==> config.mk <==
export PLATFORM = sky130hd
export DESIGN_NAME = cks_clock_switch
export DESIGN_NICKNAME = d
export VERILOG_FILES = /design/src/pkg/cks_pkg.sv /design/src/hw/cks_clock_switch.sv
export SDC_FILE = /design/constraint.sdc
export NUM_CORES = 1
export LEC_CHECK = 0
export ABC_AREA = 0
export BUFFER_PORTS_ARGS = -buffer_cell sky130_fd_sc_hd__buf_4
export CORE_MARGIN = 5
export CORE_UTILIZATION = 55
export CTS_CLUSTER_DIAMETER = 150
export CTS_CLUSTER_SIZE = 25
export DETAILED_ROUTE_END_ITERATION = 12
export GPL_ROUTABILITY_DRIVEN = 0
export PLACE_DENSITY = 0.79
export REMOVE_ABC_BUFFERS = 1
export SLEW_MARGIN = 20
export SYNTH_ARGS = -nofsm -noshare
export SYNTH_HDL_FRONTEND = slang
export SYNTH_SLANG_ARGS = --single-unit
==> constraint.sdc <==
create_clock -name clk -period 2.5 [get_ports clk]
set_clock_uncertainty 0.1 [all_clocks]
set_input_delay 0.25 -clock clk [delete_from_list [all_inputs] [get_ports clk]]
set_output_delay 0.25 -clock clk [all_outputs]
set_load 0.01 [all_outputs]
==> src/pkg/cks_pkg.sv <==
// Shared constants and state encodings for the clock switch controller
package cks_pkg;
  // Register byte addresses
  localparam logic [1:0] ADDR_CTRL_LO = 2'h0;
  localparam logic [1:0] ADDR_CTRL_HI = 2'h1;
  localparam logic [1:0] ADDR_CLK_DIV = 2'h2;
  localparam logic [1:0] ADDR_STATUS  = 2'h3;

  // Unlock keys for the two control bytes
  localparam logic [7:0] KEY_HI_1 = 8'h78;
  localparam logic [7:0] KEY_HI_2 = 8'h9a;
  localparam logic [7:0] KEY_LO_1 = 8'h46;
  localparam logic [7:0] KEY_LO_2 = 8'h57;

  // Low control byte field positions
  localparam int BIT_REQ        = 0;
  localparam int BIT_SECONDARY_OSC_EN    = 1;
  localparam int BIT_PRIMARY_OSC_SLEEP = 2;
  localparam int BIT_CFAIL      = 3;
  localparam int BIT_CLK_LOCK   = 7;
  // Clock divider byte field position
  localparam int SYSTEM_BRANCH_DIV_SEL_MSB      = 7;

  // Three-bit source codes
  localparam logic [2:0] SRC_FRC     = 3'h0;
  localparam logic [2:0] SRC_FRC_PLL = 3'h1;
  localparam logic [2:0] SRC_PRI     = 3'h2;
  localparam logic [2:0] SRC_PRI_PLL = 3'h3;
  localparam logic [2:0] SRC_SEC     = 3'h4;
  localparam logic [2:0] SRC_LOW_POWER_RC_OSC    = 3'h5;
  localparam logic [2:0] SRC_RSVD    = 3'h6;
  localparam logic [2:0] SRC_FRC_DIV = 3'h7;

  // Oscillator indices for run enables and clock gates
  localparam logic [1:0] OSC_FRC  = 2'h0;
  localparam logic [1:0] OSC_PRI  = 2'h1;
  localparam logic [1:0] OSC_SEC  = 2'h2;
  localparam logic [1:0] OSC_LOW_POWER_RC_OSC = 2'h3;

  // Timing and divider figures
  localparam logic [3:0] SWITCH_WAIT_CYCLES = 4'ha;
  localparam logic [1:0] USB_BRANCH_DIV     = 2'h2;
  localparam logic [4:0] SYS_BASE_DIV       = 5'h3;
  localparam logic [1:0] RST_SYSTEM_BRANCH_DIV_SEL          = 2'h0;

  typedef enum logic [2:0] {
    U_IDLE  = 3'b000,
    U_H1    = 3'b001,
    U_HOPEN = 3'b010,
    U_L1    = 3'b011,
    U_LOPEN = 3'b100
  } cks_unlock_t;

  typedef enum logic [2:0] {
    S_IDLE      = 3'b000,
    S_CHECK     = 3'b001,
    S_WAIT_RDY  = 3'b010,
    S_WAIT_LOCK = 3'b011,
    S_COUNT     = 3'b100,
    S_GATE_OFF  = 3'b101
  } cks_sw_t;
endpackage

==> src/hw/cks_clock_switch.sv <==
// Clock source switch controller with unlock sequences and USB PLL divider setup
// Summary of operation
// - Switching and monitor enabled only when config zero
// - Disabled: current source follows initial config
// - Disabled: switch request ignored, reads zero
// - High byte write needs 78h then 9Ah
// - Low byte write needs 46h then 57h
// - Equal current and new source aborts switch
// - Valid switch clears lock status and fail flag
// - Start new source, wait start-up ready
// - PLL sources wait for lock before continuing
// - Count ten new-clock edges before changeover
// - Done: clear request, copy new to current
// - Stop old source except kept LOW_POWER_RC_OSC, secondary
// - Primary submode fixed by configuration only
// - Processor keeps running during switch sequence
// - USB enabled gives continuous 48 MHz clock; code enables it only with lock status set (locked PLL source)
// - Prescaler makes 4 MHz for 96 MHz PLL
// - USB branch divides two, system three times two to the power of select
// - Prescale division from three-bit config field
// - Three-bit source code assignments
// - Monitor plus lock bit freezes clock selection
//
// Added by the designer: the address-and-strobe port and the placing of the registers.
module cks_clock_switch (
  input  wire logic       clk,
  input  wire logic       reset,
  input  wire logic [1:0] reg_addr,
  input  wire logic [7:0] reg_wdata,
  input  wire logic       reg_wr,
  input  wire logic       reg_rd,
  output logic      [7:0] reg_rdata,
  input  wire logic       switch_enable_cfg,
  input  wire logic [2:0] initial_source_cfg,
  input  wire logic [1:0] primary_submode_cfg,
  input  wire logic [2:0] usb_prescale_cfg,
  input  wire logic       wdt_enable,
  input  wire logic       usb_enable,
  input  wire logic [3:0] osc_clk_in,
  input  wire logic [3:0] osc_ready_in,
  input  wire logic       pll_lock_in,
  input  wire logic       clock_fail_in,
  output logic      [3:0] osc_run_en,
  output logic      [1:0] primary_submode,
  output logic            pll_en,
  output logic      [3:0] sys_clk_gate,
  output logic      [2:0] sys_src_sel,
  output logic      [3:0] pll_prescale_div,
  output logic      [4:0] sys_branch_div,
  output logic      [1:0] usb_branch_div,
  output logic            usb_clk_en,
  output logic            failsafe_clock_monitor
);

  typedef struct packed {
    cks_pkg::cks_unlock_t useq;
    cks_pkg::cks_sw_t     sst;
    logic [2:0]           cur;
    logic [2:0]           nsel;
    logic                 req;
    logic                 clock_select_lock;
    logic                 lock_stat;
    logic                 cf;
    logic                 primary_osc_sleep;
    logic                 secondary_osc_en;
    logic [1:0]           system_branch_div_sel;
    logic [3:0]           run_en;
    logic [3:0]           osc_en;
    logic [3:0]           gate;
    logic                 pll_en;
    logic                 usb_clk_en;
    logic [3:0]           pre_div;
    logic [4:0]           sys_div;
    logic [3:0]           cnt;
    logic [9:0]           s1;
    logic [9:0]           s2;
    logic [3:0]           clk_prev;
    logic [7:0]           rdata;
  } cks_state_t;

  cks_state_t q;
  cks_state_t n;
  cks_state_t rst;

  // Map a source code onto the oscillator that feeds it
  function automatic logic [1:0] osc_of(input logic [2:0] code);
    case (code)
      cks_pkg::SRC_PRI, cks_pkg::SRC_PRI_PLL: osc_of = cks_pkg::OSC_PRI;
      cks_pkg::SRC_SEC:                        osc_of = cks_pkg::OSC_SEC;
      cks_pkg::SRC_LOW_POWER_RC_OSC:                       osc_of = cks_pkg::OSC_LOW_POWER_RC_OSC;
      default:                                 osc_of = cks_pkg::OSC_FRC;
    endcase
  endfunction

  // Sources that run through the PLL
  function automatic logic uses_pll(input logic [2:0] code);
    uses_pll = (code == cks_pkg::SRC_PRI_PLL) || (code == cks_pkg::SRC_FRC_PLL);
  endfunction

  // Prescaler division; the input frequency is never sensed
  function automatic logic [3:0] prescale(input logic [2:0] sel);
    case (sel)
      3'h0:    prescale = 4'h1;
      3'h1:    prescale = 4'h2;
      3'h2:    prescale = 4'h3;
      3'h3:    prescale = 4'h4;
      3'h4:    prescale = 4'h5;
      3'h5:    prescale = 4'h6;
      3'h6:    prescale = 4'ha;
      default: prescale = 4'hc;
    endcase
  endfunction

  logic       sw_allow;
  logic       locked;
  logic [1:0] new_osc;
  logic [1:0] cur_osc;
  logic [3:0] rdy;
  logic       new_edge;
  logic       wr_hi_ok;
  logic       wr_lo_ok;

  // Decode terms; the monitor is on exactly when switching is on
  always_comb begin
    sw_allow = ~switch_enable_cfg;
    locked   = sw_allow & q.clock_select_lock;
    new_osc  = osc_of(q.nsel);
    cur_osc  = osc_of(q.cur);
    rdy      = q.s2[7:4];
    new_edge = q.s2[new_osc] & ~q.clk_prev[new_osc];
    wr_hi_ok = reg_wr && (reg_addr == cks_pkg::ADDR_CTRL_HI) && (q.useq == cks_pkg::U_HOPEN);
    wr_lo_ok = reg_wr && (reg_addr == cks_pkg::ADDR_CTRL_LO) && (q.useq == cks_pkg::U_LOPEN);
  end

  // Reset image: the selection starts from the initial-source straps
  always_comb begin
    rst            = '0;
    rst.useq       = cks_pkg::U_IDLE;
    rst.sst        = cks_pkg::S_IDLE;
    rst.cur        = initial_source_cfg;
    rst.nsel       = initial_source_cfg;
    rst.system_branch_div_sel      = cks_pkg::RST_SYSTEM_BRANCH_DIV_SEL;
    rst.run_en     = 4'h1 << osc_of(initial_source_cfg);
    rst.osc_en     = 4'h1 << osc_of(initial_source_cfg);
    rst.gate       = 4'h1 << osc_of(initial_source_cfg);
    rst.pll_en     = uses_pll(initial_source_cfg);
    rst.pre_div    = prescale(usb_prescale_cfg);
    rst.sys_div    = cks_pkg::SYS_BASE_DIV;
  end

  // Next-state logic for the whole block
  always_comb begin
    n          = q;
    // Async status inputs pass two flops; only s2 is read by logic
    n.s1       = {clock_fail_in, pll_lock_in, osc_ready_in, osc_clk_in};
    n.s2       = q.s1;
    n.clk_prev = q.s2[3:0];
    n.rdata    = 8'h00;

    // Unlock sequencer: any write either advances it or drops it
    if (reg_wr) begin
      case (q.useq)
        cks_pkg::U_IDLE: begin
          if (reg_addr == cks_pkg::ADDR_CTRL_HI && reg_wdata == cks_pkg::KEY_HI_1) begin
            n.useq = cks_pkg::U_H1;
          end else if (reg_addr == cks_pkg::ADDR_CTRL_LO && reg_wdata == cks_pkg::KEY_LO_1) begin
            n.useq = cks_pkg::U_L1;
          end
        end
        cks_pkg::U_H1: begin
          n.useq = (reg_addr == cks_pkg::ADDR_CTRL_HI && reg_wdata == cks_pkg::KEY_HI_2)
                   ? cks_pkg::U_HOPEN : cks_pkg::U_IDLE;
        end
        cks_pkg::U_L1: begin
          n.useq = (reg_addr == cks_pkg::ADDR_CTRL_LO && reg_wdata == cks_pkg::KEY_LO_2)
                   ? cks_pkg::U_LOPEN : cks_pkg::U_IDLE;
        end
        default: n.useq = cks_pkg::U_IDLE;
      endcase
    end

    // High byte: only the new-source field is writable
    if (wr_hi_ok && !locked) begin
      n.nsel = reg_wdata[2:0];
    end

    // Low byte: set-only lock, clear-only fail flag, request start
    if (wr_lo_ok) begin
      n.secondary_osc_en    = reg_wdata[cks_pkg::BIT_SECONDARY_OSC_EN];
      n.primary_osc_sleep = reg_wdata[cks_pkg::BIT_PRIMARY_OSC_SLEEP];
      if (reg_wdata[cks_pkg::BIT_CLK_LOCK]) begin
        n.clock_select_lock = 1'b1;
      end
      if (!reg_wdata[cks_pkg::BIT_CFAIL]) begin
        n.cf = 1'b0;
      end
      if (reg_wdata[cks_pkg::BIT_REQ] && sw_allow && !locked && q.sst == cks_pkg::S_IDLE) begin
        n.req = 1'b1;
        n.sst = cks_pkg::S_CHECK;
      end
    end

    // Divider select needs no unlock; slow settings refused under USB
    if (reg_wr && reg_addr == cks_pkg::ADDR_CLK_DIV) begin
      if (!(usb_enable && reg_wdata[cks_pkg::SYSTEM_BRANCH_DIV_SEL_MSB])) begin
        n.system_branch_div_sel = reg_wdata[cks_pkg::SYSTEM_BRANCH_DIV_SEL_MSB -: 2];
      end
    end

    // Switch sequencer; the CPU is never stalled while it runs
    case (q.sst)
      cks_pkg::S_IDLE: begin
        n.lock_stat = uses_pll(q.cur) & q.s2[8];
      end
      cks_pkg::S_CHECK: begin
        if (q.nsel == q.cur || q.nsel == cks_pkg::SRC_RSVD) begin
          n.req = 1'b0;
          n.sst = cks_pkg::S_IDLE;
        end else begin
          n.lock_stat       = 1'b0;
          n.cf              = 1'b0;
          n.run_en[new_osc] = 1'b1;
          n.sst             = cks_pkg::S_WAIT_RDY;
        end
      end
      cks_pkg::S_WAIT_RDY: begin
        if (rdy[new_osc]) begin
          n.cnt = 4'h0;
          if (uses_pll(q.nsel)) begin
            n.pll_en = 1'b1;
            n.sst    = cks_pkg::S_WAIT_LOCK;
          end else begin
            n.sst = cks_pkg::S_COUNT;
          end
        end
      end
      cks_pkg::S_WAIT_LOCK: begin
        if (q.s2[8]) begin
          n.lock_stat = 1'b1;
          n.sst       = cks_pkg::S_COUNT;
        end
      end
      cks_pkg::S_COUNT: begin
        if (new_edge) begin
          if (q.cnt == cks_pkg::SWITCH_WAIT_CYCLES - 4'h1) begin
            n.gate = 4'h0;
            n.sst  = cks_pkg::S_GATE_OFF;
          end else begin
            n.cnt = q.cnt + 4'h1;
          end
        end
      end
      cks_pkg::S_GATE_OFF: begin
        // All gates closed for one cycle before the new one opens
        n.gate = 4'h1 << new_osc;
        n.cur  = q.nsel;
        n.req  = 1'b0;
        if (cur_osc != new_osc) begin
          n.run_en[cur_osc] = 1'b0;
        end
        if (!uses_pll(q.nsel)) begin
          n.pll_en = 1'b0;
        end
        n.sst = cks_pkg::S_IDLE;
      end
      default: n.sst = cks_pkg::S_IDLE;
    endcase

    // Disabled switching: selection pinned to straps, request held low
    if (!sw_allow) begin
      n.cur  = initial_source_cfg;
      n.req  = 1'b0;
      n.sst  = cks_pkg::S_IDLE;
    end

    // Fail flag set after all clears so a coincident event wins
    if (sw_allow && q.s2[9]) begin
      n.cf = 1'b1;
    end

    // Kept-alive oscillators ride on top of the switch-driven enables
    n.osc_en = n.run_en;
    if (n.secondary_osc_en) begin
      n.osc_en[cks_pkg::OSC_SEC] = 1'b1;
    end
    if (wdt_enable || sw_allow) begin
      n.osc_en[cks_pkg::OSC_LOW_POWER_RC_OSC] = 1'b1;
    end

    // PLL branch figures and USB clock availability
    n.pre_div    = prescale(usb_prescale_cfg);
    n.sys_div    = 5'(cks_pkg::SYS_BASE_DIV << n.system_branch_div_sel);
    n.usb_clk_en = usb_enable & q.lock_stat;

    // Read port; data appear the cycle after the strobe
    if (reg_rd) begin
      case (reg_addr)
        cks_pkg::ADDR_CTRL_LO: n.rdata = {q.clock_select_lock, 1'b0, q.lock_stat, 1'b0,
                                          q.cf, q.primary_osc_sleep, q.secondary_osc_en, q.req};
        cks_pkg::ADDR_CTRL_HI: n.rdata = {1'b0, q.cur, 1'b0, q.nsel};
        cks_pkg::ADDR_CLK_DIV: n.rdata = {q.system_branch_div_sel, 6'h00};
        default:               n.rdata = {q.sst, q.pll_en, q.osc_en};
      endcase
    end
  end

  // State register
  always_ff @(posedge clk) begin
    if (reset) begin
      q <= rst;
    end else begin
      q <= n;
    end
  end

  // Outputs from flops except strap-fed submode and monitor and the fixed USB divider; submode is never switched
  assign reg_rdata              = q.rdata;
  assign osc_run_en             = q.osc_en;
  assign primary_submode        = primary_submode_cfg;
  assign pll_en                 = q.pll_en;
  assign sys_clk_gate           = q.gate;
  assign sys_src_sel            = q.cur;
  assign pll_prescale_div       = q.pre_div;
  assign sys_branch_div         = q.sys_div;
  assign usb_branch_div         = cks_pkg::USB_BRANCH_DIV;
  assign usb_clk_en             = q.usb_clk_en;
  assign failsafe_clock_monitor = sw_allow;
endmodule

# Yosys cells after proc, flatten, opt, wreduce, memory -nomap -nowiden

Index checks and enable logic that the tools add are counted.

Memories kept: 0
ROM bits: 0
Bits in latches: 0
Register bits: 79
Output and inout port bits: 35
Bits of input ports: 35
Memory bits (writable): 0

Reductions and logical operators: 44
Bitwise logic cells: 10
Order comparisons: 5
Multiply operators: 0
Shift operators: 3
Add/sub/neg operators: 1
Div/mod/pow operators: 0
Multiplexer cells: 65
Equality and inequality tests: 51

Operator list:

| operator           | count |
|---|---|
| $mux 73            | 1 |
| $mux 3             | 14 |
| $eq 3x3->1 const B | 13 |
| $eq 3x2->1 const B | 12 |
| $mux 4             | 7 |
| $pmux 4 s7         | 1 |
| $eq 8x7->1 const B | 3 |
| $pmux 4 s2         | 3 |
| $pmux 8 s3         | 1 |
| $eq 3x1->1 const B | 6 |
| $mux 1             | 18 |
| $ne 3x3->1 const B | 6 |
| $pmux 2 s3         | 3 |
| $logic_and 1x1->1  | 17 |
| $pmux 3 s5         | 1 |
| $mux 2             | 6 |
| $reduce_bool 3->1  | 4 |
| $ne 2x2->1 const B | 5 |
| $reduce_or 2->1    | 5 |
| $logic_not 3->1    | 3 |
| $pmux 3 s3         | 1 |
| $eq 8x8->1 const B | 1 |
| $mux 8             | 1 |
| $reduce_and 4->1   | 2 |
| other kinds (26)   | 45 |

# Depth between registers and ports, before layout

Word-level depth: 13
Gate-level depth with buffers: 7

# Worst setup path after synthesis

Ideal clock, no wire load.

Path type: flip-flop to flip-flop
Start point: register q[67] (netlist name)
End point: register q (netlist bit sys_clk_gate[0]) (enable)
Cell stages (with the launch flop): 7
Data arrival time: 1729 ps
Period minus slack after synthesis: 2137 ps
Slack: 363 ps
Required time: 2093 ps
Path through: edfxtp_1 buf_6 or3b_4 o32ai_4 nor3_2 or3_1 nand2_1

Cells in the longest elaborated chain, start to end: 9
Elaborated cells on any way between the ends: 14
Classes of those cells: eq/ne (5); mux (5); bitwise (2); reduce/logical (2)

Ends and longest elaborated chain:

| what                                  | RTL line                | RTL |
|---|---|---|
| start, declared                       | cks_clock_switch.sv:81  | `cks_state_t q;` |
| start signal, assigned                | cks_clock_switch.sv:310 | `q <= rst;` |
| start signal, assigned                | cks_clock_switch.sv:312 | `q <= n;` |
| $eq 3x2->1                            | cks_clock_switch.sv:87  | `case (code)` |
| $reduce_or 2->1                       | cks_clock_switch.sv:87  |  |
| $pmux 2 s3 (*)                        | cks_clock_switch.sv:87  |  |
| $bmux 1 s2                            | cks_clock_switch.sv:130 | `new_edge = q.s2[new_osc] & ~q.clk_prev[new_osc];` |
| $mux 1 (not written as such)          | cks_clock_switch.sv:130 |  |
| $not 1->1                             | cks_clock_switch.sv:130 |  |
| $and 1x1->1 (*)                       | cks_clock_switch.sv:130 |  |
| $ne 3x3->1 (no source line) (*)       | -                       |  |
| $reduce_and 3->1 (no source line) (*) | -                       |  |

Mark *: on every way between the ends. The rest lies on a longest branch, timed or not. The select of a mux whose other input is x is not followed.
A chain may end at the register's enable or synchronous reset.

# Worst setup path after layout

Start point: register q[69] (netlist name)
End point: register q (netlist bit sys_clk_gate[0]) (enable)

Same word-level chain as after synthesis.

==> reports/qor.yml <==
cts_setup_buffers: 0
avgRoutedWirePerCell_microns: 16.1
vdd_drop_max_v: 0.000446
setup_viol: 0
grt_usage_pct: 20.0
n_antenna_cell: 0
p_leak_uw: 0.00172
die_y_microns: 91.9
status: "finished clean"
first_global_vias: 2835
core-area_sq_um: 6420
grt_setup_unrepaired: "false"
grt_max_degree: 57
vias: 2869
synth_ff_type: "dfxtp_1"
drt_first_pass_iters: 5
clkTransAtPathRegs_ns: 0.08
drt_iter0_markers: 225
postSynthCellCount: 385
fin_nets: 458
fin_util_pct: 66.3
met3_usage_pct: 4.58
arrival_ns: 2.39
grt_use_met1_pct: 26.4
antenna_found_initial: 0
async_reset_ff_share_pct: 0
syn2layout_area_growth_pct: 15.4
p_per_area_nw_per_um2: 617
ant_nets: 0
synth_top_area_share_pct: 34.2
fmax_ghz: 0.409
ys_warn_count: 0
final_cells: 502
dp.final_hpwl_mm: 5.87
synth-edff-count: 13
ys_seq_elements: 76
mostFrequentLayoutCells: "buf_4, dfxtp_1, nor2b_1, nor2_1, nand2_1"
crit_path_max_incr_delay_ns: 0.56
power_uw: 2630
cts_tree: "built"
drc: 0
htreeDepth: 3
syn-cell-area_sq_um: 3690
ys_types: 64
dp.cells: 483
synthTopCellsByArea: "dfxtp_1, edfxtp_1, buf_4"
initial_core_util_pct: 57.4
crit_chain: "buf_4 -> nor4b_1 -> nor3_2 -> or3_1 -> nand2_1"
path_class: "flip-flop to flip-flop"
final_layout_size_suffix_gt1_share_pct: 27.5
final_common_cell: "buf_4"
whs_ns: 0.0148
grt_overflow: 0
end_kind: "flip-flop"
yosysSeqAreaShare_pct: 44.8
routed_wl_mm: 8.07
routed_via_density: 5.72
io_buffers: 63
cp_top_family: "simple AND/OR/NAND/NOR gates"
cts_made_buffers: 9
synth_largest_area_cell: "dfxtp_1"
slew_viol_final: 0
crit_buf_inv: 1
cp.required_ns: 2.44
grt_first_pass_wirelength_mm: 13.5
hold_viol: 0
grt-busiest-layer: "met2"
slew_headroom_pct: 51.4
clock_latency_ns: 0.34
slowest_stage: "edfxtp_1"
ios: 70
fin_crit_sh_pct: 97.8
cp_max_fo: 10
finalSetupTns_ns: 0
drv_cap: 0
cts-root-buf: "clkbuf_8"
startpoint_type: "flip-flop"
hp-class: "input port to flip-flop"
fin_crit_ns: 2.45
dieArea_sq_um: 8440
cts_sinks: 76
die_w_microns: 91.9
worst_pin_slew_ns: 0.722
synth_area_per_cell_sq_um: 9.58
cts_max_path_buffers: 2
use_met2_pct: 31.0
rows: 29
report_power, final:
| part | switching [uW] | internal (uW) |
|---|---|---|
| clock network | 432 | 560 |
| registers | 34.3 | 1300 |
| logic | 151 | 151 |
layer usage:
metal  vias up  part of all wire, %  wire length, microns
li1       1388                    -                     -
met1      1318                   45                  3610
met2       139                   45                  3640
met3        24                  7.4                   599
met4         0                  2.7                   220
met5         -                    0                     0
sequential cells by signal, summed over array words and instances, names as in the netlist:
signal	flops
n	14
sys_src_sel	3
reg_rdata	8
pll_en	1
usb_clk_en	1
osc_run_en	4
pll_prescale_div	4
sys_clk_gate	4
sys_branch_div	5
q	32
cell usage after synthesis (3+ instances only):
| master | number |
|---|---|
| mux2_2 | 10 |
| nand3b_1 | 9 |
| nand2b_1 | 12 |
| o31ai_1 | 6 |
| nand3_1 | 5 |
| nand4_1 | 3 |
| inv_1 | 9 |
| buf_2 | 5 |
| xor2_1 | 4 |
| ha_1 | 3 |
| buf_4 | 32 |
| or3_1 | 6 |
| edfxtp_1 | 13 |
| o21ai_0 | 12 |
| clkbuf_1 | 12 |
| nor3_1 | 4 |
| o22ai_1 | 3 |
| nor2b_1 | 32 |
| or2_2 | 7 |
| nor4b_1 | 5 |
| mux2i_1 | 8 |
| nor4_1 | 3 |
| a31oi_1 | 6 |
| dfxtp_1 | 63 |
| a21oi_1 | 11 |
| nor2_1 | 31 |
| a22oi_1 | 3 |
| nand2_1 | 16 |
| nor3b_1 | 6 |
layout make-up:
cell class | instances | area [sq um]
Clock buffer | 14 | 215
Sequential cell | 76 | 1650
Inverter | 9 | 33.8
Fill cell | 518 | 2170
Clock inverter | 2 | 10.0
Timing Repair Buffer | 77 | 586
Multi-Input combinational cell | 247 | 1660
Tap cell | 77 | 96.3
cell families after synthesis:
family / after synthesis / synth area share [%]
simple gates: 155 / 24.9
xor+xnor: 5 / 1.19
buf+inv: 62 / 10.1
flops: 76 / 44.8
fa+ha+maj: 3 / 1.02
compound gates: 64 / 12.5
mux: 18 / 5.23
other cells: 2 / 0.204
metrics by stage:
step           worst slack [ns]  area, sq um
2_1_floorplan             0.270         3350
3_3_place_gp              0.233         4000
3_5_place_dp              0.154         4000
4_1_cts                   0.121         4250
5_1_grt                  0.0401         4260
6_report                 0.0545         4260
timing repair:
item,CTS,global route
hold buffers,3,0
gates resized for setup,0,1
endpoints found under the setup margin,0,2
endpoints found under the hold margin,4,0
final timing paths:
check | startpoint | cells past startpoint | endpoint | slack, ns
setup / recovery | q[69] | 5 | sys_clk_gate[0] | 0.05
hold reg to reg | n[20] | 1 | q[20] | 0.33
setup reg to reg | q[69] | 5 | sys_clk_gate[0] | 0.05
hold / removal | osc_clk_in[2] | 2 | n[14] | 0.01
Power figures use the tool's default switching activity.
